**src/design/ppb_pkg.sv**
```systemverilog
// Shared constants and types of the parallel panel bus master
package ppb_pkg;

  // ==========================================================
  // Data path
  localparam int DATA_W = 8;

  // ==========================================================
  // Clock and timing, times as printed, cycles derived
  localparam int CLK_PERIOD_NS   = 50;
  localparam int SETUP_NS        = 50;   // select/RS ahead of strobe
  localparam int WR_LOW_NS       = 100;  // store strobe low width
  localparam int RD_LOW_NS       = 250;  // read strobe low width
  localparam int HOLD_NS         = 50;   // after strobe rises
  localparam int INIT_LOW_US     = 10;   // panel reset pulse width
  localparam int INIT_WAIT_MS    = 120;  // panel recovery after reset
  localparam int SYNC_STAGES     = 2;

  function automatic int ns_to_min_cyc(input int ns);
    int c;
    c = (ns + CLK_PERIOD_NS - 1) / CLK_PERIOD_NS;
    return (c < 1) ? 1 : c;
  endfunction

  localparam int SETUP_CYC     = ns_to_min_cyc(SETUP_NS);
  localparam int WR_LOW_CYC    = ns_to_min_cyc(WR_LOW_NS);
  // Read data passes the pin synchroniser, so the strobe is stretched
  localparam int RD_LOW_CYC    = ns_to_min_cyc(RD_LOW_NS) + SYNC_STAGES;
  localparam int HOLD_CYC      = ns_to_min_cyc(HOLD_NS);
  localparam int INIT_LOW_CYC  = ns_to_min_cyc(INIT_LOW_US * 1000);
  localparam int INIT_WAIT_CYC = ns_to_min_cyc(INIT_WAIT_MS * 1000000);

  localparam int CNT_W = 24;

  // ==========================================================
  // Bus operations
  typedef enum logic [1:0] {
    OP_INDEX_WR,   // select low, RS low, store low
    OP_STATUS_RD,  // select low, RS low, read low
    OP_DATA_WR,    // select low, RS high, store low
    OP_MEM_RD      // select low, RS high, read low
  } ppb_op_e;

  typedef struct packed {
    ppb_op_e             op;
    logic [DATA_W-1:0]   data;
  } ppb_cmd_s;

  localparam int CMD_W = $bits(ppb_cmd_s);

  // Control pin levels
  localparam logic PIN_ON_N  = 1'b0;
  localparam logic PIN_OFF_N = 1'b1;

  function automatic logic op_is_read(input ppb_op_e op);
    return (op == OP_STATUS_RD) || (op == OP_MEM_RD);
  endfunction

  function automatic logic op_reg_sel(input ppb_op_e op);
    return (op == OP_DATA_WR) || (op == OP_MEM_RD);
  endfunction

endpackage

```
**src/design/ppb_fifo.sv**
```systemverilog
// Small synchronous FIFO with valid/ready on both sides
`timescale 1ns/1ns
module ppb_fifo #(
  parameter int WIDTH = 10,
  parameter int DEPTH = 4
) (
  input  wire logic             clk_sys,  // system clock
  input  wire logic             sys_rst,  // async reset, high
  input  wire logic             inValid,  // writer offers a word
  output logic                  inReady,  // room for a word
  input  wire logic [WIDTH-1:0] inData,   // word written
  output logic                  outValid, // a word is held
  input  wire logic             outReady, // reader takes the word
  output logic      [WIDTH-1:0] outData   // oldest word
);

  localparam int AW = (DEPTH > 1) ? $clog2(DEPTH) : 1;

  if (DEPTH < 2 || (1 << AW) != DEPTH) begin : g_chk
    $error("ppb_fifo: DEPTH must be a power of two, at least 2");
  end

  logic [WIDTH-1:0] mem [DEPTH];
  logic [AW-1:0]    wrPtr;
  logic [AW-1:0]    rdPtr;
  logic [AW:0]      count;
  logic             push;
  logic             pop;

  assign inReady  = (count != (AW+1)'(DEPTH));
  assign outValid = (count != '0);
  assign push     = inValid && inReady;
  assign pop      = outValid && outReady;
  assign outData  = mem[rdPtr];

  always_ff @(posedge clk_sys) begin
    if (push) begin
      mem[wrPtr] <= inData;
    end
  end

  always_ff @(posedge clk_sys or posedge sys_rst) begin
    if (sys_rst) begin
      wrPtr <= '0;
      rdPtr <= '0;
      count <= '0;
    end else begin
      if (push) begin
        wrPtr <= wrPtr + 1'b1;
      end
      if (pop) begin
        rdPtr <= rdPtr + 1'b1;
      end
      if (push && !pop) begin
        count <= count + 1'b1;
      end else if (pop && !push) begin
        count <= count - 1'b1;
      end
    end
  end

endmodule

```
**src/design/ppb_panel_master.sv**
```systemverilog
// 8-bit 80-series parallel bus master that drives a panel controller
//
// How it works
// RL1 - Eight-bit 80-series bus, all signals generated
// RL2 - Read strobe low only while reading
// RL3 - Store strobe low only while writing
// RL4 - Register select low for index/status
// RL5 - Register select high for data/memory
// RL6 - Panel select low only during accesses
// RL7 - Pulse panel reset low before any access
// RL8 - Strobe timing counted from the crystal clock
// RL9 - Operation encoding on select, RS, strobes
// RL10 - Data bus driven on writes, released on reads
// RL11 - Never both strobes; RS stable per strobe
`timescale 1ns/1ns
module ppb_panel_master
  import ppb_pkg::*;
#(
  parameter int FIFO_DEPTH    = 4,
  parameter int INIT_LOW_CNT  = ppb_pkg::INIT_LOW_CYC,
  parameter int INIT_WAIT_CNT = ppb_pkg::INIT_WAIT_CYC
) (
  input  wire logic                  clk_sys,          // buffered osc
  input  wire logic                  sys_rst,          // async reset
  input  wire logic                  crystalIn,        // crystal pin 1
  output logic                       crystalOut,       // crystal pin 2
  input  wire logic                  cmdValid,         // command offered
  output logic                       cmdReady,         // queue has room
  input  wire ppb_pkg::ppb_cmd_s     cmd,              // op and byte
  output logic                       rdValid,          // read byte pulse
  output logic [ppb_pkg::DATA_W-1:0] rdData,           // byte read back
  output logic                       panelReady,       // init finished
  output logic                       busBusy,          // access running
  output logic                       panelSelect_n,    // panel select
  output logic                       registerSelect,   // RS line
  output logic                       readStrobe_n,     // read strobe
  output logic                       storeStrobe_n,    // store strobe
  output logic                       panelInitPulse_n, // panel reset
  input  wire logic [ppb_pkg::DATA_W-1:0] panelDataIn, // bus pin in
  output logic [ppb_pkg::DATA_W-1:0] panelDataOut,     // bus pin out
  output logic                       panelDataOe_n     // low: driving
);
  import ppb_pkg::*;

  if (INIT_LOW_CNT < 1 || INIT_WAIT_CNT < 1 ||
      INIT_LOW_CNT >= (1 << CNT_W) || INIT_WAIT_CNT >= (1 << CNT_W))
  begin : g_chk
    $error("ppb_panel_master: init counts out of range");
  end
  if (FIFO_DEPTH < 2) begin : g_chk_fifo
    $error("ppb_panel_master: FIFO_DEPTH must be at least 2");
  end

  // ==========================================================
  // Oscillator
  // The crystal sits between the two pins; the inverter keeps it
  // running and clk_sys is the buffered result, so every strobe
  // width below is a count of its periods.
  assign crystalOut = ~crystalIn; // RL8

  // ==========================================================
  // Command queue
  ppb_cmd_s             qCmd;
  logic [CMD_W-1:0]     qBits;
  logic                 qValid;
  logic                 qReady;

  ppb_fifo #(
    .WIDTH (CMD_W),
    .DEPTH (FIFO_DEPTH)
  ) u_fifo (
    .clk_sys  (clk_sys),
    .sys_rst  (sys_rst),
    .inValid  (cmdValid),
    .inReady  (cmdReady),
    .inData   (CMD_W'(cmd)),
    .outValid (qValid),
    .outReady (qReady),
    .outData  (qBits)
  );

  assign qCmd = ppb_cmd_s'(qBits);

  // ==========================================================
  // Read data synchroniser
  // The panel drives the bus from its own timing, so the pins pass
  // two flops; the read strobe is stretched to cover the delay.
  logic [DATA_W-1:0] dataMeta;
  logic [DATA_W-1:0] dataSync;

  always_ff @(posedge clk_sys or posedge sys_rst) begin
    if (sys_rst) begin
      dataMeta <= '0;
      dataSync <= '0;
    end else begin
      dataMeta <= panelDataIn;
      dataSync <= dataMeta;
    end
  end

  // ==========================================================
  // Sequencer
  typedef enum {
    ST_INIT_LOW,
    ST_INIT_WAIT,
    ST_IDLE,
    ST_SETUP,
    ST_STROBE,
    ST_HOLD
  } ppb_state_e;

  ppb_state_e        state;
  ppb_state_e        next_state;
  logic [CNT_W-1:0]  cnt;
  logic              cntDone;
  ppb_cmd_s          cur;
  logic              curRead;

  assign cntDone = (cnt == '0);
  assign curRead = op_is_read(cur.op);
  // A command leaves the queue only once the bus is free and the
  // panel has come out of reset
  assign qReady  = (state == ST_IDLE); // RL7

  function automatic logic [CNT_W-1:0] load(input int cycles);
    return CNT_W'(cycles - 1);
  endfunction

  always_comb begin
    next_state = state;
    unique case (state)
      ST_INIT_LOW:  if (cntDone) next_state = ST_INIT_WAIT; // RL7
      ST_INIT_WAIT: if (cntDone) next_state = ST_IDLE; // RL7
      ST_IDLE:      if (qValid) next_state = ST_SETUP;
      ST_SETUP:     if (cntDone) next_state = ST_STROBE;
      ST_STROBE:    if (cntDone) next_state = ST_HOLD;
      ST_HOLD:      if (cntDone) next_state = ST_IDLE;
    endcase
  end

  always_ff @(posedge clk_sys or posedge sys_rst) begin
    if (sys_rst) begin
      state <= ST_INIT_LOW;
    end else begin
      state <= next_state;
    end
  end

  // Phase counter, reloaded on every state change
  always_ff @(posedge clk_sys or posedge sys_rst) begin
    if (sys_rst) begin
      cnt <= CNT_W'(INIT_LOW_CNT - 1);
    end else if (next_state != state) begin
      unique case (next_state)
        ST_INIT_LOW:  cnt <= load(INIT_LOW_CNT);
        ST_INIT_WAIT: cnt <= load(INIT_WAIT_CNT);
        ST_SETUP:     cnt <= load(SETUP_CYC); // RL8
        ST_STROBE:    cnt <= load(curRead ? RD_LOW_CYC
                                          : WR_LOW_CYC); // RL8
        ST_HOLD:      cnt <= load(HOLD_CYC); // RL8
        ST_IDLE:      cnt <= '0;
      endcase
    end else if (!cntDone) begin
      cnt <= cnt - 1'b1;
    end
  end

  // Command latched at the start so RS cannot move under a strobe
  always_ff @(posedge clk_sys or posedge sys_rst) begin
    if (sys_rst) begin
      cur <= '{op: OP_INDEX_WR, data: '0};
    end else if (qReady && qValid) begin
      cur <= qCmd; // RL11
    end
  end

  // ==========================================================
  // Panel pins, all registered
  logic accessOn;
  logic next_select_n;
  logic next_rs;
  logic next_rd_n;
  logic next_wr_n;
  logic next_oe_n;

  assign accessOn = (next_state == ST_SETUP) ||
                    (next_state == ST_STROBE) ||
                    (next_state == ST_HOLD);

  always_comb begin
    next_select_n = accessOn ? PIN_ON_N : PIN_OFF_N; // RL6
    next_rs       = accessOn ? op_reg_sel(next_state == ST_SETUP &&
                                          state == ST_IDLE ?
                                          qCmd.op : cur.op)
                             : registerSelect; // RL4 RL5 RL9 RL11
    next_rd_n     = PIN_OFF_N;
    next_wr_n     = PIN_OFF_N;
    if (next_state == ST_STROBE) begin
      if (curRead) begin
        next_rd_n = PIN_ON_N; // RL2 RL9 RL11
      end else begin
        next_wr_n = PIN_ON_N; // RL3 RL9 RL11
      end
    end
    // Driven for the whole write access, released for reads
    if (next_state == ST_SETUP && state == ST_IDLE) begin
      next_oe_n = op_is_read(qCmd.op) ? PIN_OFF_N : PIN_ON_N; // RL10
    end else if (accessOn) begin
      next_oe_n = curRead ? PIN_OFF_N : PIN_ON_N; // RL10
    end else begin
      next_oe_n = PIN_OFF_N;
    end
  end

  // Every pin is a flop, so all of them move on the same clock edge
  always_ff @(posedge clk_sys or posedge sys_rst) begin
    if (sys_rst) begin
      panelSelect_n <= PIN_OFF_N;
    end else begin
      panelSelect_n <= next_select_n; // RL1 RL6
    end
  end

  always_ff @(posedge clk_sys or posedge sys_rst) begin
    if (sys_rst) begin
      registerSelect <= 1'b0;
    end else begin
      registerSelect <= next_rs; // RL4 RL5
    end
  end

  // Strobes decode from one curRead test, so they can never be low together
  always_ff @(posedge clk_sys or posedge sys_rst) begin
    if (sys_rst) begin
      readStrobe_n  <= PIN_OFF_N;
      storeStrobe_n <= PIN_OFF_N;
    end else begin
      readStrobe_n  <= next_rd_n; // RL2
      storeStrobe_n <= next_wr_n; // RL3
    end
  end

  always_ff @(posedge clk_sys or posedge sys_rst) begin
    if (sys_rst) begin
      panelDataOe_n <= PIN_OFF_N;
    end else begin
      panelDataOe_n <= next_oe_n; // RL10
    end
  end

  always_ff @(posedge clk_sys or posedge sys_rst) begin
    if (sys_rst) begin
      panelDataOut <= '0;
    end else if (qReady && qValid) begin
      panelDataOut <= qCmd.data; // RL1 RL10
    end
  end

  // Panel reset held low from system reset through the pulse
  always_ff @(posedge clk_sys or posedge sys_rst) begin
    if (sys_rst) begin
      panelInitPulse_n <= PIN_ON_N;
    end else begin
      panelInitPulse_n <= (next_state == ST_INIT_LOW)
                          ? PIN_ON_N : PIN_OFF_N; // RL7
    end
  end

  // ==========================================================
  // Read result, sampled as the read strobe rises
  always_ff @(posedge clk_sys or posedge sys_rst) begin
    if (sys_rst) begin
      rdValid <= 1'b0;
      rdData  <= '0;
    end else begin
      rdValid <= 1'b0;
      if (state == ST_STROBE && cntDone && curRead) begin
        rdValid <= 1'b1;
        rdData  <= dataSync; // RL2
      end
    end
  end

  // ==========================================================
  // Status
  always_ff @(posedge clk_sys or posedge sys_rst) begin
    if (sys_rst) begin
      panelReady <= 1'b0;
    end else begin
      panelReady <= (next_state != ST_INIT_LOW) &&
                    (next_state != ST_INIT_WAIT); // RL7
    end
  end

  // Same source as the select flop, so both cover the same cycles
  always_ff @(posedge clk_sys or posedge sys_rst) begin
    if (sys_rst) begin
      busBusy <= 1'b0;
    end else begin
      busBusy <= accessOn;
    end
  end

endmodule

```
**config.mk**
```make
export PLATFORM = sky130hd
export DESIGN_NAME = ppb_panel_master
export DESIGN_NICKNAME = d
export VERILOG_FILES = /design/src/design/ppb_pkg.sv /design/src/design/ppb_fifo.sv /design/src/design/ppb_panel_master.sv
export SDC_FILE = /design/constraint.sdc
export NUM_CORES = 1
export LEC_CHECK = 0
export BUFFER_PORTS_ARGS = -buffer_cell sky130_fd_sc_hd__buf_2
export CORE_MARGIN = 1.5
export CORE_UTILIZATION = 62
export CTS_CLUSTER_SIZE = 14
export DETAILED_ROUTE_END_ITERATION = 16
export GPL_ROUTABILITY_DRIVEN = 0
export PLACE_DENSITY_LB_ADDON = 0.3
export REMOVE_ABC_BUFFERS = 1
export SLEW_MARGIN = 20
export SYNTH_ARGS = -nofsm -noshare
export SYNTH_HDL_FRONTEND = slang
export SYNTH_SLANG_ARGS = --single-unit
```
**constraint.sdc**
```tcl
create_clock -name clk_sys -period 7.1 [get_ports clk_sys]
set_clock_uncertainty 0.05 [all_clocks]
set_input_delay 1.42 -clock clk_sys [delete_from_list [all_inputs] [get_ports clk_sys]]
set_output_delay 1.42 -clock clk_sys [all_outputs]
set_load 0.01 [all_outputs]
```
* Word level (Yosys, flattened, before mapping)
Memory sizes are Yosys's and may differ from the RTL's.
Index checks and enable logic that the tools add are counted.
** Storage, ports and cells
- Register bits :: 106
- Word-level logic and storage cells :: 101
- Memory bits (writable) :: 40
- Bits of input ports :: 22
- Memories kept :: 1
** Memory list
- u_fifo.mem :: depth 4, bits a word 10, read ports 1, clocked after Yosys merged registers in 0, wr ports 1, RTL line ppb_fifo.sv:23 : logic [WIDTH-1:0] mem [DEPTH];
** Cells by class
- Multiplexer cells :: 25
- Eq/ne operators :: 25
- $add $sub $neg :: 6
- Reductions and logical operators :: 24
- Bitwise gates (word level) :: 1
** Operators with widths (number)
- equality test 32 x 3 -> 1 bit, second input constant :: 6
- two-way mux 32 bit :: 5
- one-hot mux 32 bit (5 select lines) :: 1
- equality test 32 x 2 -> 1 bit, second input constant :: 4
- equality test 32 x 4 -> 1 bit, second input constant :: 3
- logical NOT 32 bit :: 3
- one-hot mux 24 bit (4 select lines) :: 1
- equality test 32 x 1 -> 1 bit, second input constant :: 2
- two-way mux 24 bit :: 2
- inequality test 32 x 2 -> 1 bit, second input constant :: 1
- inequality test 32 bit :: 1
- nonzero test 32 bit :: 1
- logical NOT 24 bit :: 1
- subtractor 24 x 1 -> 24 bit, second input constant :: 1
- two-way mux 1 bit :: 12
- two-way mux 3 bit :: 3
- equality test 2 bit, second input constant :: 4
- logical AND 1 bit :: 8
- logical OR 1 bit :: 5
- adder 2 x 1 -> 2 bit, second input constant :: 2
- equality test 2 x 1 -> 1 bit, second input constant :: 2
- subtractor 3 x 1 -> 4 bit, second input constant :: 1
- adder 3 x 1 -> 3 bit, second input constant :: 1
- inequality test 3 bit, second input constant :: 1
- 9 further kinds :: 10

* Depth between registers and ports, before layout
- Word-level depth :: 8
- Depth in mapped cells :: 11

* By module
From an unflattened synthesis, not the netlist that was laid out.
** Second synthesis, totals
- Cell total of the unflattened synthesis :: 429
- Area, all modules :: 5926.9 um2
** By module, submodules not included
- ppb_panel_master :: instances 1, cells an instance 341, area an instance 4038.9 um2, sequential area each 2488.6 um2
- ppb_fifo :: instances 1, cells an instance 88, area an instance 1888.1 um2, sequential area each 1376.3 um2

* Least setup slack after synthesis
Ideal clock, no wire load.
- Kind :: input-to-output
- Start point :: input crystalIn
- End point :: output crystalOut
- Slack :: 4.139 ns
- Cell stages on the path :: 1
- Arrival :: 1.491 ns
- Cell sequence :: inv_1
** On the way
- Cells in the longest elaborated chain, start to end :: 1
** Ends and longest elaborated chain
- from (decl) :: RTL line ppb_panel_master.sv:25 : input wire logic crystalIn,
- inverter 1 bit :: RTL line ppb_panel_master.sv:59 : assign crystalOut = ~crystalIn;
- to (decl) :: RTL line ppb_panel_master.sv:26 : output logic crystalOut,
Every way passes these cells.

* Worst setup path after layout
- Start point :: register cnt[0]
- End point :: register panelInitPulse_n
** On the way
- Cells in the longest elaborated chain, start to end :: 5
- Elaborated cells between the ends (all ways) :: 8
** Ends and longest elaborated chain
- from (decl) :: RTL line ppb_panel_master.sv:114 : logic [CNT_W-1:0] cnt;
- from (signal assigned) :: RTL line ppb_panel_master.sv:152 : cnt <= CNT_W'(INIT_LOW_CNT - 1);
- from (signal assigned) :: RTL line ppb_panel_master.sv:155 : ST_INIT_LOW: cnt <= load(INIT_LOW_CNT);
- from (signal assigned) :: RTL line ppb_panel_master.sv:156 : ST_INIT_WAIT: cnt <= load(INIT_WAIT_CNT);
- logical NOT 24 bit (*) :: RTL line ppb_panel_master.sv:119 : assign cntDone = (cnt == '0);
- two-way mux 32 bit, on equally long branches
- one-hot mux 32 bit (5 select lines) (*) :: RTL line ppb_panel_master.sv:131 : unique case (state)
- named net next_state[1] :: RTL line ppb_panel_master.sv:113 : ppb_state_e next_state;
- logical NOT 32 bit (*) :: RTL line ppb_panel_master.sv:264 : panelInitPulse_n <= (next_state == ST_INIT_LOW)
- two-way mux 1 bit (*) :: RTL line ppb_panel_master.sv:265 : ? PIN_ON_N : PIN_OFF_N;
- to (signal assigned) :: RTL line ppb_panel_master.sv:264
- to (decl) :: RTL line ppb_panel_master.sv:38 : output logic panelInitPulse_n,
The timed path passes the listed nets; every way through them passes the cells marked *.
A chain may end at the register's enable or synchronous reset.

==> metrics.cfg <==
[yosys]
synth_cell_types = 62
synth_top_cell_area_share_pct = 40.7
synthCells = 426
synthTopCellsByCount = dfrtp_1 (97), edfxtp_1 (40), and2_1 (28), nor2_1 (27), nand2_1 (26)
yosysSeqAreaShare_pct = 64.8
synthArstFlopShare_pct = 72.6
ys_top_cells_by_area = dfrtp_1 (41%), edfxtp_1 (20%), dfstp_2 (4.0%), mux4_2 (3.8%), mux2_2 (3.4%)
synth_edf_count = 40
synth_area_per_cell_um2 = 14.0
synth_ff_type = dfrtp_1
ys_ff_latch = 146
yosysWarnings = 0
yosysTopAreaCell = dfrtp_1
yosysMostFrequentCell = dfrtp_1
synth_area_um2 = 5960

[finish]
drive_gt1_share_pct = 29.4
final_nets = 512
syn_to_final_growth_pct = 16.1
antennaDiodeCount = 0

[timing]
finalHoldViolCount = 0
setup_violations = 0
rsz0062_at_grt = false
fmax_ghz = 0.293
relSlewSlack_pct = 37.1
fin_tns_setup_ns = 0
finalHoldWorstSlack_ns = 0.303
finalCritPeriodShare_pct = 48.1
finalMaxSlewViolations = 0
worst_slew_pin_slew_ns = 0.944
min_period_ns = 3.41

[min_path]
min_path_type = flip-flop to flip-flop

[route]
first_iter_violations = 140
vias = 3524
vias_per_cell = 5.64
routed_wl_um = 11000
dr.pass1.iters = 7
drc = 0
ant_nets = 0
avgRoutedWirePerCell_um = 17.6

[cts]
cts_tree = yes
clk_pin_slew_ns = 0.06
cts_setup_buffers = 0
clock_latency_ns = 0.53
holdBufCountCts = 0
cts-resized-gates = 0
clock_path_buffers = 2
root_buffer = clkbuf_8
cts_sinks = 146
htree_num_levels = 4
cts_buffers = 17

[placement]
numPortBuffers = 48
hpwlAfterDp_um = 6710

[power_and_ir_drop]
netSwitchingPower_w = 0.000472
combPwrFrac_pct = 6.5
ir_worst_vdd_mv = 0.256
leakage_nw = 3.06
seqPwrFrac_pct = 48.1
swShare_pct = 23.6
internal_power_w = 0.00153
pwr_density_cell_nw_per_um2 = 289
clockPowerShare_pct = 45.4

[run_status]
outcome = finished, final reports clean

[critical_path]
critPathLaunchType = flip-flop
worstSetupPathType = flip-flop to flip-flop
arrival_ns = 3.78
critPathSlowestCell = or3b_2
ff2ff_setup_slack_ns = 3.69
cp_max_fo = 29
cp-end-kind = flip-flop
slowest_delay_ns = 0.54
required_ns = 7.46
crit_path_frequent_cell = inv_1
path_cells = inv_1, ha_1, or3b_2, nor4_4, nand2_1, a2bb2oi_4, and2_2, inv_1, or3_1, or2_1

[global_routing]
grt_pass1_vias = 3613
grt_pass1_wl_um = 17800
grt-ovfl-total = 0
grt_start_max_net_pins = 80
antenna_found_initial = 0
grtUsageTotal_pct = 23.8

[die]
die_width_um = 101
fp.coreArea_um2 = 9280
core.rowCount = 35
io_pins = 49
fp.dieH_um = 101
die_area_um2 = 10200
initial_utilization_pct = 64.2

[flow_run]
drv_cap = 0

power by group through the flow:
stage	clock (W)	sequential, W	combinational (W)
2_1_floorplan	0	0.000968	0.0000895
5_1_grt	0.000965	0.000970	0.000150
6_report	0.000910	0.000964	0.000129
3_3_place_gp	0	0.000973	0.000120
4_1_cts	0.000925	0.000965	0.000133
3_5_place_dp	0	0.000978	0.000127
state kept, by name, indices dropped and copies added, names as in the netlist:
name	cells
state	32
panelInitPulse_n	1
cur	2
dataMeta	8
rdValid	1
rdData	8
panelSelect_n	1
u_fifo.mem	40
registerSelect	1
panelDataOut	8
readStrobe_n	1
panelDataOe_n	1
dataSync	8
cnt	24
storeStrobe_n	1
u_fifo.wrPtr	2
panelReady	1
busBusy	1
u_fifo.rdPtr	2
u_fifo.count	3
per-layer routing:
metal | GRT usage (%) | wire, µm | vias up
li1 | - | - | 1645
met1 | 28.2 | 4560 | 1743
met2 | 41.1 | 5650 | 107
met3 | 7.28 | 574 | 29
met4 | 8.65 | 196 | 0
met5 | 0 | 0 | -
path summary, 6_finish.rpt:
check / start / cells after the start / to
hold / removal: dataMeta[1] / 0 / dataSync[1]
min in group asynchronous: sys_rst / 2 / panelDataOut[3]
setup reg to reg: cnt[0] / 10 / panelInitPulse_n
setup / recovery: cnt[0] / 10 / panelInitPulse_n
max in group asynchronous: sys_rst / 3 / state[31]
hold reg to reg: dataMeta[1] / 0 / dataSync[1]
layout make-up:
type | count | area [µm²]
Tap cell | 129 | 161
Timing Repair Buffer | 50 | 255
Inverter | 13 | 51.3
Fill cell | 576 | 2360
Multi-Input combinational cell | 255 | 1980
Clock inverter | 15 | 196
Clock buffer | 17 | 414
Sequential cell | 146 | 3860
through the flow:
stage               setup slack (ns)  instances  cell area, µm²  utilization [%]  total power (W)
floorplan                       2.86        414            5890                -          0.00106
global placement                3.81        593            6310             68.0          0.00109
detailed placement              3.66        593            6310             68.0          0.00111
CTS                             3.66        625            6920             74.6          0.00202
global route                    3.48        625            6920             74.6          0.00209
finish                          3.69        625            6920             74.6          0.00200
worst max-delay path, delay by kind of cell, from the launching register on:
family                   cells  cell delay [ns]
AND/OR/NAND/NOR              6             2.19
adder cells (fa/ha/maj)      1             0.20
flip-flops                   1             0.38
AO/OA/AOI/OAI                1             0.34
buffers and inverters        2             0.14
cells in the final DEF (no fill, tap or decap), types with 5 or more instances in the layout:
cell and instances:
a21oi_1 7, and2_1 28, buf_2 48, clkbuf_16 16
dfrtp_1 97, dfstp_2 9, edfxtp_1 40, ha_1 6
inv_1 12, mux2_2 18, mux4_2 10, nand2_1 26
nor2_1 27, nor3_1 8, nor4_1 13, o21ai_0 14
or4_4 5, xnor2_1 18, xor2_1 6
kinds of logic (layout without fill, tap and decap cells):
group | Yosys count | in the layout | synth area share [%]
adders and majority gates | 7 | 7 | 1.59
muxes | 32 | 32 | 7.93
xor gates and xnor gates | 24 | 24 | 3.52
AOI/OAI and AO/OA | 39 | 39 | 4.53
buffers and inverters | 25 | 95 | 2.10
and+or+nand+nor | 153 | 153 | 15.5
DFF | 146 | 146 | 64.8
Note: power is estimated with default switching activity, not from simulation.
